### src/core/smst_pkg.sv
// constants for the clocked-master serial transmitter: register map, bit fields, reset values
// assumes a single 200 MHz clock and the plain strobe register port of the top module
// Function
// [RULE1] reload shifter from buffer only after last bit out and only if buffer full
// [RULE2] buffer-to-shifter move takes one cycle, empties buffer, sets buffer-empty flag bit 4
// [RULE3] buffer-empty flag ignores irq enable, software cannot clear it, buffer write clears it
// [RULE4] irq request forwarded only while irq enable bit 4 is set
// [RULE5] shifter-empty status bit 1 is read-only, set when shifter empty, no irq
// [RULE6] shift register is not reachable by software
// [RULE7] tx enable bit 5 enables sending; nothing shifts until buffer loaded
// [RULE8] first bit driven on next rising shift clock edge, stable around falling edge
// [RULE9] baud generator held in reset while tx and both rx enables clear
// [RULE10] write into empty shifter moves straight through; words go back to back
// [RULE11] clearing tx enable aborts, resets transmitter, releases data and clock pins
// [RULE12] setting an rx enable aborts send, releases data pin; clock kept if master
// [RULE13] rx enable leaves transmitter state intact but off the pins
// [RULE14] single receive done clears its enable; send resumes if tx enable still set
// [RULE15] software clears tx enable first to stop resuming after single receive
// [RULE16] nine-bit select bit 6 makes words nine bits, ninth from bit 0
// [RULE17] ninth bit captured at the buffer-to-shifter move
// [RULE18] software writes ninth bit before buffer data in nine-bit mode
// [RULE19] setup: divisor, mode bits, irq and nine-bit, tx enable, ninth bit, data
// [RULE20] software sets global and peripheral irq enables for interrupts
// [RULE21] clocked mode bit 4, port enable bit 7 of rx status, master drives clock
// [RULE22] half duplex: no sending while receiving
// [RULE23] lsb first, one bit per shift clock period, ninth bit last
package smst_pkg;
  localparam int ADDR_W = 4;
  localparam int DATA_W = 8;
  localparam logic [ADDR_W-1:0] OFS_TX_STATUS = 4'h0;
  localparam logic [ADDR_W-1:0] OFS_BAUD = 4'h1;
  localparam logic [ADDR_W-1:0] OFS_HOLD = 4'h2;
  localparam logic [ADDR_W-1:0] OFS_RX_STATUS = 4'h3;
  localparam logic [ADDR_W-1:0] OFS_PFLAG = 4'h4;
  localparam logic [ADDR_W-1:0] OFS_PENABLE = 4'h5;
  localparam int B_CLOCK_SOURCE_MASTER = 7;
  localparam int B_NINE = 6;
  localparam int B_TX_ENABLE = 5;
  localparam int B_SYNC = 4;
  localparam int B_SHIFTER_EMPTY_FLAG = 1;
  localparam int B_NINTH = 0;
  localparam int B_SERIAL_PORT_ENABLE = 7;
  localparam int B_SINGLE_RX_ENABLE = 5;
  localparam int B_CONTINUOUS_RX_ENABLE = 4;
  localparam int B_TXFLAG = 4;
  localparam int B_TX_IRQ_ENABLE = 4;
  localparam logic [DATA_W-1:0] RST_TX_STATUS = 8'h02;
  localparam logic [DATA_W-1:0] RST_BAUD = 8'h00;
  localparam logic [3:0] BITS_8 = 4'h8;
  localparam logic [3:0] BITS_9 = 4'h9;
endpackage : smst_pkg

### src/core/smst_top.sv
// clocked-master serial transmitter: holding buffer, hidden shifter, baud divider, pin drive
// assumes a same-clock register master and a receive path that pulses rx_word_done
`timescale 1ns/1ps
module smst_top (
  input wire logic clk,
  input wire logic rst_n,
  input wire logic [smst_pkg::ADDR_W-1:0] reg_addr,
  input wire logic [smst_pkg::DATA_W-1:0] reg_wdata,
  input wire logic reg_wr,
  input wire logic reg_rd,
  output logic [smst_pkg::DATA_W-1:0] reg_rdata,
  input wire logic rx_word_done,
  input wire logic shift_clk_line_i,
  output logic shift_clk_line_o,
  output logic shift_clk_line_oe,
  input wire logic serial_data_line_i,
  output logic serial_data_line_o,
  output logic serial_data_line_oe,
  output logic shift_clk_line_sync,
  output logic serial_data_line_sync,
  output logic tx_buffer_empty_flag,
  output logic tx_irq_req
);
  import smst_pkg::*;

  // control and status bits
  logic clock_source_master, nine_bit_tx_select, tx_enable, sync_mode, ninth_tx_bit;
  logic serial_port_enable, single_rx_enable, continuous_rx_enable, tx_irq_enable;
  logic [DATA_W-1:0] baud_divisor;
  logic [DATA_W-1:0] transmit_holding_buf;
  logic buf_full;
  // hidden shifter, never decoded on the register port
  logic [8:0] transmit_shift_reg;
  logic [3:0] bits_left;
  logic busy;
  logic phase;
  logic data_bit;
  logic [DATA_W-1:0] brg_cnt;
  logic [1:0] clk_meta, dat_meta;

  logic next_clock_source_master, next_nine_bit_tx_select, next_tx_enable, next_sync_mode;
  logic next_ninth_tx_bit, next_serial_port_enable, next_single_rx_enable;
  logic next_continuous_rx_enable, next_tx_irq_enable;
  logic [DATA_W-1:0] next_baud_divisor, next_transmit_holding_buf, next_rdata;
  logic next_buf_full, next_busy, next_phase, next_data_bit;
  logic [8:0] next_transmit_shift_reg;
  logic [3:0] next_bits_left;
  logic [DATA_W-1:0] next_brg_cnt;
  logic next_clk_o, next_clk_oe, next_dat_o, next_dat_oe, next_flag, next_irq;
  logic brg_hold, tick, rx_active, run, rise, fall, last_fall, do_load, hold_wr;

  always_comb begin
    rx_active = continuous_rx_enable | single_rx_enable;
    brg_hold = !tx_enable && !rx_active; // [RULE9]
    tick = !brg_hold && (brg_cnt == baud_divisor);
    next_brg_cnt = (brg_hold || tick) ? '0 : brg_cnt + 8'h01; // [RULE9]
    // receiving freezes the shifter rather than resetting it
    run = tx_enable && !rx_active; // [RULE22] [RULE13]
    rise = tick && !phase && run && busy;
    fall = tick && phase && run;
    last_fall = fall && (bits_left == 4'h0);
    hold_wr = reg_wr && (reg_addr == OFS_HOLD);
    do_load = tx_enable && buf_full && (!busy || last_fall); // [RULE1] [RULE7] [RULE10]
  end

  always_comb begin
    next_clock_source_master = clock_source_master;
    next_nine_bit_tx_select = nine_bit_tx_select;
    next_tx_enable = tx_enable;
    next_sync_mode = sync_mode;
    next_ninth_tx_bit = ninth_tx_bit;
    next_serial_port_enable = serial_port_enable;
    next_single_rx_enable = single_rx_enable;
    next_continuous_rx_enable = continuous_rx_enable;
    next_tx_irq_enable = tx_irq_enable;
    next_baud_divisor = baud_divisor;
    next_transmit_holding_buf = transmit_holding_buf;
    next_buf_full = buf_full;
    next_transmit_shift_reg = transmit_shift_reg;
    next_bits_left = bits_left;
    next_busy = busy;
    next_phase = phase;
    next_data_bit = data_bit;
    next_rdata = '0;
    if (reg_wr) begin
      unique case (reg_addr)
        OFS_TX_STATUS: begin
          // shifter-empty bit is not writable
          next_clock_source_master = reg_wdata[B_CLOCK_SOURCE_MASTER];
          next_nine_bit_tx_select = reg_wdata[B_NINE];
          next_tx_enable = reg_wdata[B_TX_ENABLE];
          next_sync_mode = reg_wdata[B_SYNC];
          next_ninth_tx_bit = reg_wdata[B_NINTH];
        end
        OFS_BAUD: next_baud_divisor = reg_wdata;
        OFS_RX_STATUS: begin
          next_serial_port_enable = reg_wdata[B_SERIAL_PORT_ENABLE]; // [RULE21]
          next_single_rx_enable = reg_wdata[B_SINGLE_RX_ENABLE];
          next_continuous_rx_enable = reg_wdata[B_CONTINUOUS_RX_ENABLE];
        end
        OFS_PENABLE: next_tx_irq_enable = reg_wdata[B_TX_IRQ_ENABLE];
        default: ;
      endcase
    end
    // flag register is read-only: writes to it land nowhere
    if (hold_wr) begin
      next_transmit_holding_buf = reg_wdata;
      next_buf_full = 1'b1; // [RULE3]
    end
    if (rx_word_done && single_rx_enable) begin
      next_single_rx_enable = 1'b0; // [RULE14]
    end
    if (rise) begin
      next_data_bit = transmit_shift_reg[0]; // [RULE8] [RULE23]
      next_transmit_shift_reg = {1'b0, transmit_shift_reg[8:1]};
      next_bits_left = bits_left - 4'h1;
      next_phase = 1'b1;
    end
    if (fall) begin
      next_phase = 1'b0; // data stays put across this edge
      if (last_fall) begin
        next_busy = 1'b0;
      end
    end
    if (do_load) begin
      // ninth bit sampled here, not at the buffer write
      next_transmit_shift_reg = {ninth_tx_bit, transmit_holding_buf}; // [RULE17] [RULE16]
      next_bits_left = nine_bit_tx_select ? BITS_9 : BITS_8; // [RULE16]
      next_busy = 1'b1;
      if (!hold_wr) begin
        next_buf_full = 1'b0; // [RULE2]
      end
    end
    if (!tx_enable) begin
      next_busy = 1'b0; // [RULE11]
      next_bits_left = 4'h0;
      next_phase = 1'b0;
    end
    if (reg_rd) begin
      unique case (reg_addr)
        OFS_TX_STATUS: next_rdata = {clock_source_master, nine_bit_tx_select, tx_enable,
                                     sync_mode, 2'b00, !busy, ninth_tx_bit}; // [RULE5]
        OFS_BAUD: next_rdata = baud_divisor;
        OFS_HOLD: next_rdata = transmit_holding_buf; // [RULE6]
        OFS_RX_STATUS: next_rdata = {serial_port_enable, 1'b0, single_rx_enable,
                                     continuous_rx_enable, 4'h0};
        OFS_PFLAG: next_rdata = {3'b000, !buf_full, 4'h0}; // [RULE2]
        OFS_PENABLE: next_rdata = {3'b000, tx_irq_enable, 4'h0};
        default: next_rdata = '0;
      endcase
    end
  end

  always_comb begin
    next_flag = !next_buf_full; // [RULE3]
    next_irq = !next_buf_full && next_tx_irq_enable; // [RULE4]
    next_clk_o = next_phase;
    next_clk_oe = next_serial_port_enable && next_sync_mode && next_clock_source_master &&
                  (next_tx_enable || next_continuous_rx_enable || next_single_rx_enable);
    next_dat_o = next_data_bit;
    next_dat_oe = next_serial_port_enable && next_sync_mode && next_tx_enable &&
                  !next_continuous_rx_enable && !next_single_rx_enable; // [RULE12] [RULE11]
  end

  always_ff @(posedge clk or negedge rst_n) begin
    if (!rst_n) begin
      clock_source_master <= RST_TX_STATUS[B_CLOCK_SOURCE_MASTER];
      nine_bit_tx_select <= RST_TX_STATUS[B_NINE];
      tx_enable <= RST_TX_STATUS[B_TX_ENABLE];
      sync_mode <= RST_TX_STATUS[B_SYNC];
      ninth_tx_bit <= RST_TX_STATUS[B_NINTH];
      serial_port_enable <= 1'b0;
      single_rx_enable <= 1'b0;
      continuous_rx_enable <= 1'b0;
      tx_irq_enable <= 1'b0;
      baud_divisor <= RST_BAUD;
      transmit_holding_buf <= '0;
      buf_full <= 1'b0;
      transmit_shift_reg <= '0;
      bits_left <= 4'h0;
      busy <= 1'b0;
      phase <= 1'b0;
      data_bit <= 1'b0;
      brg_cnt <= '0;
      reg_rdata <= '0;
      tx_buffer_empty_flag <= 1'b1;
      tx_irq_req <= 1'b0;
      shift_clk_line_o <= 1'b0;
      shift_clk_line_oe <= 1'b0;
      serial_data_line_o <= 1'b0;
      serial_data_line_oe <= 1'b0;
    end else begin
      clock_source_master <= next_clock_source_master;
      nine_bit_tx_select <= next_nine_bit_tx_select;
      tx_enable <= next_tx_enable;
      sync_mode <= next_sync_mode;
      ninth_tx_bit <= next_ninth_tx_bit;
      serial_port_enable <= next_serial_port_enable;
      single_rx_enable <= next_single_rx_enable;
      continuous_rx_enable <= next_continuous_rx_enable;
      tx_irq_enable <= next_tx_irq_enable;
      baud_divisor <= next_baud_divisor;
      transmit_holding_buf <= next_transmit_holding_buf;
      buf_full <= next_buf_full;
      transmit_shift_reg <= next_transmit_shift_reg;
      bits_left <= next_bits_left;
      busy <= next_busy;
      phase <= next_phase;
      data_bit <= next_data_bit;
      brg_cnt <= next_brg_cnt;
      reg_rdata <= next_rdata;
      tx_buffer_empty_flag <= next_flag;
      tx_irq_req <= next_irq;
      shift_clk_line_o <= next_clk_o;
      shift_clk_line_oe <= next_clk_oe;
      serial_data_line_o <= next_dat_o;
      serial_data_line_oe <= next_dat_oe;
    end
  end

  // pin levels for the receive side; first stage feeds only the second
  always_ff @(posedge clk or negedge rst_n) begin
    if (!rst_n) begin
      clk_meta <= 2'b00;
      dat_meta <= 2'b00;
      shift_clk_line_sync <= 1'b0;
      serial_data_line_sync <= 1'b0;
    end else begin
      clk_meta <= {clk_meta[0], shift_clk_line_i};
      dat_meta <= {dat_meta[0], serial_data_line_i};
      shift_clk_line_sync <= clk_meta[1];
      serial_data_line_sync <= dat_meta[1];
    end
  end
endmodule : smst_top

### config.mk
export PLATFORM = sky130hd
export DESIGN_NAME = smst_top
export DESIGN_NICKNAME = d
export VERILOG_FILES = /design/src/core/smst_pkg.sv /design/src/core/smst_top.sv
export SDC_FILE = /design/constraint.sdc
export NUM_CORES = 1
export LEC_CHECK = 0
export ABC_AREA = 1
export BUFFER_PORTS_ARGS = -buffer_cell sky130_fd_sc_hd__buf_2
export CAP_MARGIN = 15
export CORE_MARGIN = 1.5
export CORE_UTILIZATION = 55
export DETAILED_ROUTE_END_ITERATION = 16
export PLACE_DENSITY = 0.75
export SYNTH_ARGS = -nofsm -noshare
export SYNTH_HDL_FRONTEND = slang
export SYNTH_SLANG_ARGS = --single-unit
### constraint.sdc
create_clock -name clk -period 2.6 [get_ports clk]
set_input_delay 0.26 -clock clk [delete_from_list [all_inputs] [get_ports clk]]
set_output_delay 0.26 -clock clk [all_outputs]
set_load 0.02 [all_outputs]
==> PnR_summary.wiki <==
{| class="wikitable"
! Metric !! Value
|-
| Post-synth EDFFs || 0
|-
| Nature of the critical path endpoint || flop
|-
| Fraction of layout instances using a drive strength above 1 || 0.1841
|-
| Post-synthesis register bit count || 68
|-
| Critical Path Slowest Stage Cell || dfrtp_1
|-
| Number of distinct library cells after synthesis || 37
|-
| RSZ-0062 raised after global routing || false
|-
| Number of vias per cell after detailed routing || 5.116
|-
| Setup Viol. Count Final || 0
|-
| Worst Reg-to-Reg Cells || 8
|-
| Main synth FF type || dfrtp_1
|-
| # clock sinks || 68
|-
| Routed via count || 2425
|-
| Area fraction of the dominant cell type after synthesis || 0.5432
|-
| Final Total Pwr || 3122 uW
|-
| Area enclosed by the die boundary || 6071 um2
|-
| TritonCTS buffer count || 9
|-
| Synthesized instance count || 354
|-
| Largest stage delay, worst path || 0.42 ns
|-
| Count of pins on the block boundary || 35
|-
| Via count of the first global-routing pass || 2379
|-
| Critical Path, Cell by Cell || inv_1, ha_1, nor3b_1, nand4_1, nand2_2, nand2_2, o21ai_1, inv_1
|-
| Sequential share of the synthesized area || 0.5517
|-
| Number of failing hold endpoints at the final stage || 0
|-
| Master cell of the clock root buffer || clkbuf_8
|-
| Post-synth net total || 375
|-
| CTS Buffer Depth || 2
|-
| Async S/R FF share, synth || 1.000
|-
| Outcome || finished, final reports clean
|-
| Row count || 27
|-
| Hold crit path type || in2reg
|-
| Number of DRC markers in iteration 0 || 156
|-
| Total gr overflow || 0
|-
| Initial antenna violation count || 0
|-
| Post-Route WL || 6402 um
|-
| Final period utilization || 0.7546
|-
| Leak || 0.001888 uW
|-
| Clock-pin slew reported for the worst setup and hold paths after clock tree synthesis || 0.07 ns
|-
| Max-cap violations || 0
|-
| Slew of the pin with the lowest slew margin || 0.6248 ns
|-
| Die width || 77.92 um
|-
| Buffers on Ports || 34
|-
| Synth warnings || 0
|-
| Clock insertion delay at the later pin of the skew report || 0.34 ns
|-
| Post-Synthesis Mean Instance Area || 8.720 um2
|-
| Signal arrival time at the worst endpoint || 2.19 ns
|-
| Synth Cell Area || 3087 um2
|-
| Final weighted congestion of routability-driven global placement || 0.8688
|-
| HPWL after detailed placement || 4701 um
|-
| Maximum ir drop on the vdd rail || 424.9 uV
|-
| Die Span Y || 77.92 um
|-
| Yosys top cell by area || dfrtp_1
|-
| H-tree Lvls || 3
|-
| Final period demand of the worst path || 1.962 ns
|-
| Antenna viol nets, final || 0
|-
| Synth top area cells || dfrtp_1, nand2_1, inv_1, nand3_1, o21ai_0
|-
| P&R area growth vs syn || 14.47%
|-
| Total routing usage reported by global routing || 0.2378
|-
| Mean routed wirelength per cell || 13.51 um
|-
| Global-route wire length before repair || 10980 um
|-
| Setup total negative slack || 0 ns
|-
| Required time of the worst setup path || 2.83 ns
|-
| Kind of launch point of the worst setup path || flop
|-
| Final-report max-slew violation count || 0
|-
| Nets@finish || 418
|-
| Antenna cell count || 0
|-
| Largest net degree at the start of global routing || 43
|-
| Area of the core || 5473 um2
|-
| TritonRoute pass-1 iters || 4
|-
| Highest fanout seen on the critical path || 23
|-
| Post-Route Skew || 0.005894 ns
|-
| Initial Utilization || 0.5640
|-
| Worst relative slew slack || 0.5835
|-
| Pwr/cell area || 883.5 nW/um2
|-
| DRC errors left || 0
|-
| Worst setup path class || reg2reg
|-
| Resized cells post-CTS || 0
|-
| Clock tree from TritonCTS || built
|-
| Fmax achieved || 0.5097 GHz
|-
| Number of flip-flops in the largest register || 9
|-
| Depth of the worst hold-timing path || 1
|}
==> cell families (layout without fill, tap and decap cells) <==
kind of cell,Yosys count,after routing,synth area share
AOI/OAI and AO/OA,52,52,0.09932
xor gates and xnor gates,6,6,0.01703
adders and majority gates,2,2,0.008106
buffers and inverters,60,108,0.08067
DFF,68,68,0.5517
muxes,1,1,0.003243
and+or+nand+nor,165,165,0.2400
==> synthesized netlist by cell type, types with 2 or more instances <==
| cell type | n |
|---|---|
| nand2_1 | 96 |
| dfrtp_1 | 67 |
| inv_1 | 50 |
| nand3_1 | 27 |
| o21ai_0 | 24 |
| nor2_1 | 17 |
| a21oi_1 | 8 |
| o21ai_1 | 7 |
| nor3_1 | 6 |
| inv_2 | 4 |
| nand2_2 | 4 |
| nor2_2 | 4 |
| nor3b_1 | 4 |
| o21ai_2 | 3 |
| xnor2_1 | 3 |
| xor2_1 | 3 |
| a221oi_1 | 2 |
| buf_2 | 2 |
| buf_6 | 2 |
| ha_1 | 2 |
| nand2_4 | 2 |
| o211ai_1 | 2 |
==> worst max-delay path: cells and delay by family (launching register included) <==
family,cells,cell delay (ns)
simple gates,4,0.86
flops,1,0.42
compound gates,1,0.25
fa+ha+maj,1,0.17
buf+inv,2,0.14
==> report_power, final <==
part           total [uW]  switching [uW]  internal (uW)
Clock                 806             383            423
Sequential           1490             187           1310
Combinational         823             511            312
==> routing by layer <==
metal	routed length, um	up-vias	track usage
li1	-	1215	-
met1	2911	1151	0.3096
met2	3069	45	0.3817
met3	234	14	0.04235
met4	187	0	0.1214
met5	0	-	0
==> metrics by stage <==
stage          std cells    util  worst slack (ns)  cell area [um2]  hold slack [ns]
2_1_floorplan        354       -             1.112             3087         -0.03559
3_3_place_gp         457  0.6093            0.7303             3334           0.3067
3_5_place_dp         457  0.6093            0.7053             3334           0.3128
4_1_cts              474  0.6456            0.6170             3533          0.01244
5_1_grt              474  0.6456            0.5003             3533          0.01762
6_report             474  0.6456            0.6379             3533          0.02133
==> what timing repair did <==
item / 4_1_cts / 5_1_grt
hold endpoints to repair: 26 / 0
buffers inserted: 0 / 0
hold buffers: 1 / 0
==> layout make-up <==
class | count | area [um2]
Clock buffer | 13 | 168.9
Clock inverter | 3 | 20.02
Fill cell | 492 | 1939
Inverter | 55 | 209.0
Multi-Input combinational cell | 226 | 1135
Sequential cell | 68 | 1703
Tap cell | 72 | 90.09
Timing Repair Buffer | 37 | 207.7
==> path summary, 6_finish.rpt <==
path,from,end,slack [ns]
max,bits_left[0],transmit_shift_reg[5],0.64
min,serial_data_line_i,dat_meta[0],0.02
max reg2reg,bits_left[0],transmit_shift_reg[5],0.64
min reg2reg,dat_meta[1],serial_data_line_sync,0.35
max in group asynchronous,rst_n,tx_buffer_empty_flag,1.45
min in group asynchronous,rst_n,shift_clk_line_sync,0.46
==> layout by cell type, fill, tap and decap left out, drive strengths merged, types with 2 or more instances in the layout <==
| cell type | count |
|---|---|
| xor2 | 3 |
| xnor2 | 3 |
| o22ai | 2 |
| inv | 55 |
| ha | 2 |
| nor3 | 8 |
| clkinvlp | 2 |
| nor3b | 4 |
| clkbuf | 13 |
| buf | 36 |
| o211ai | 2 |
| nand3 | 28 |
| a221oi | 2 |
| nand2 | 102 |
| a21oi | 8 |
| o21ai | 34 |
| dfrtp | 67 |
| nor2 | 21 |
Note: power is estimated with default switching activity, not from simulation.
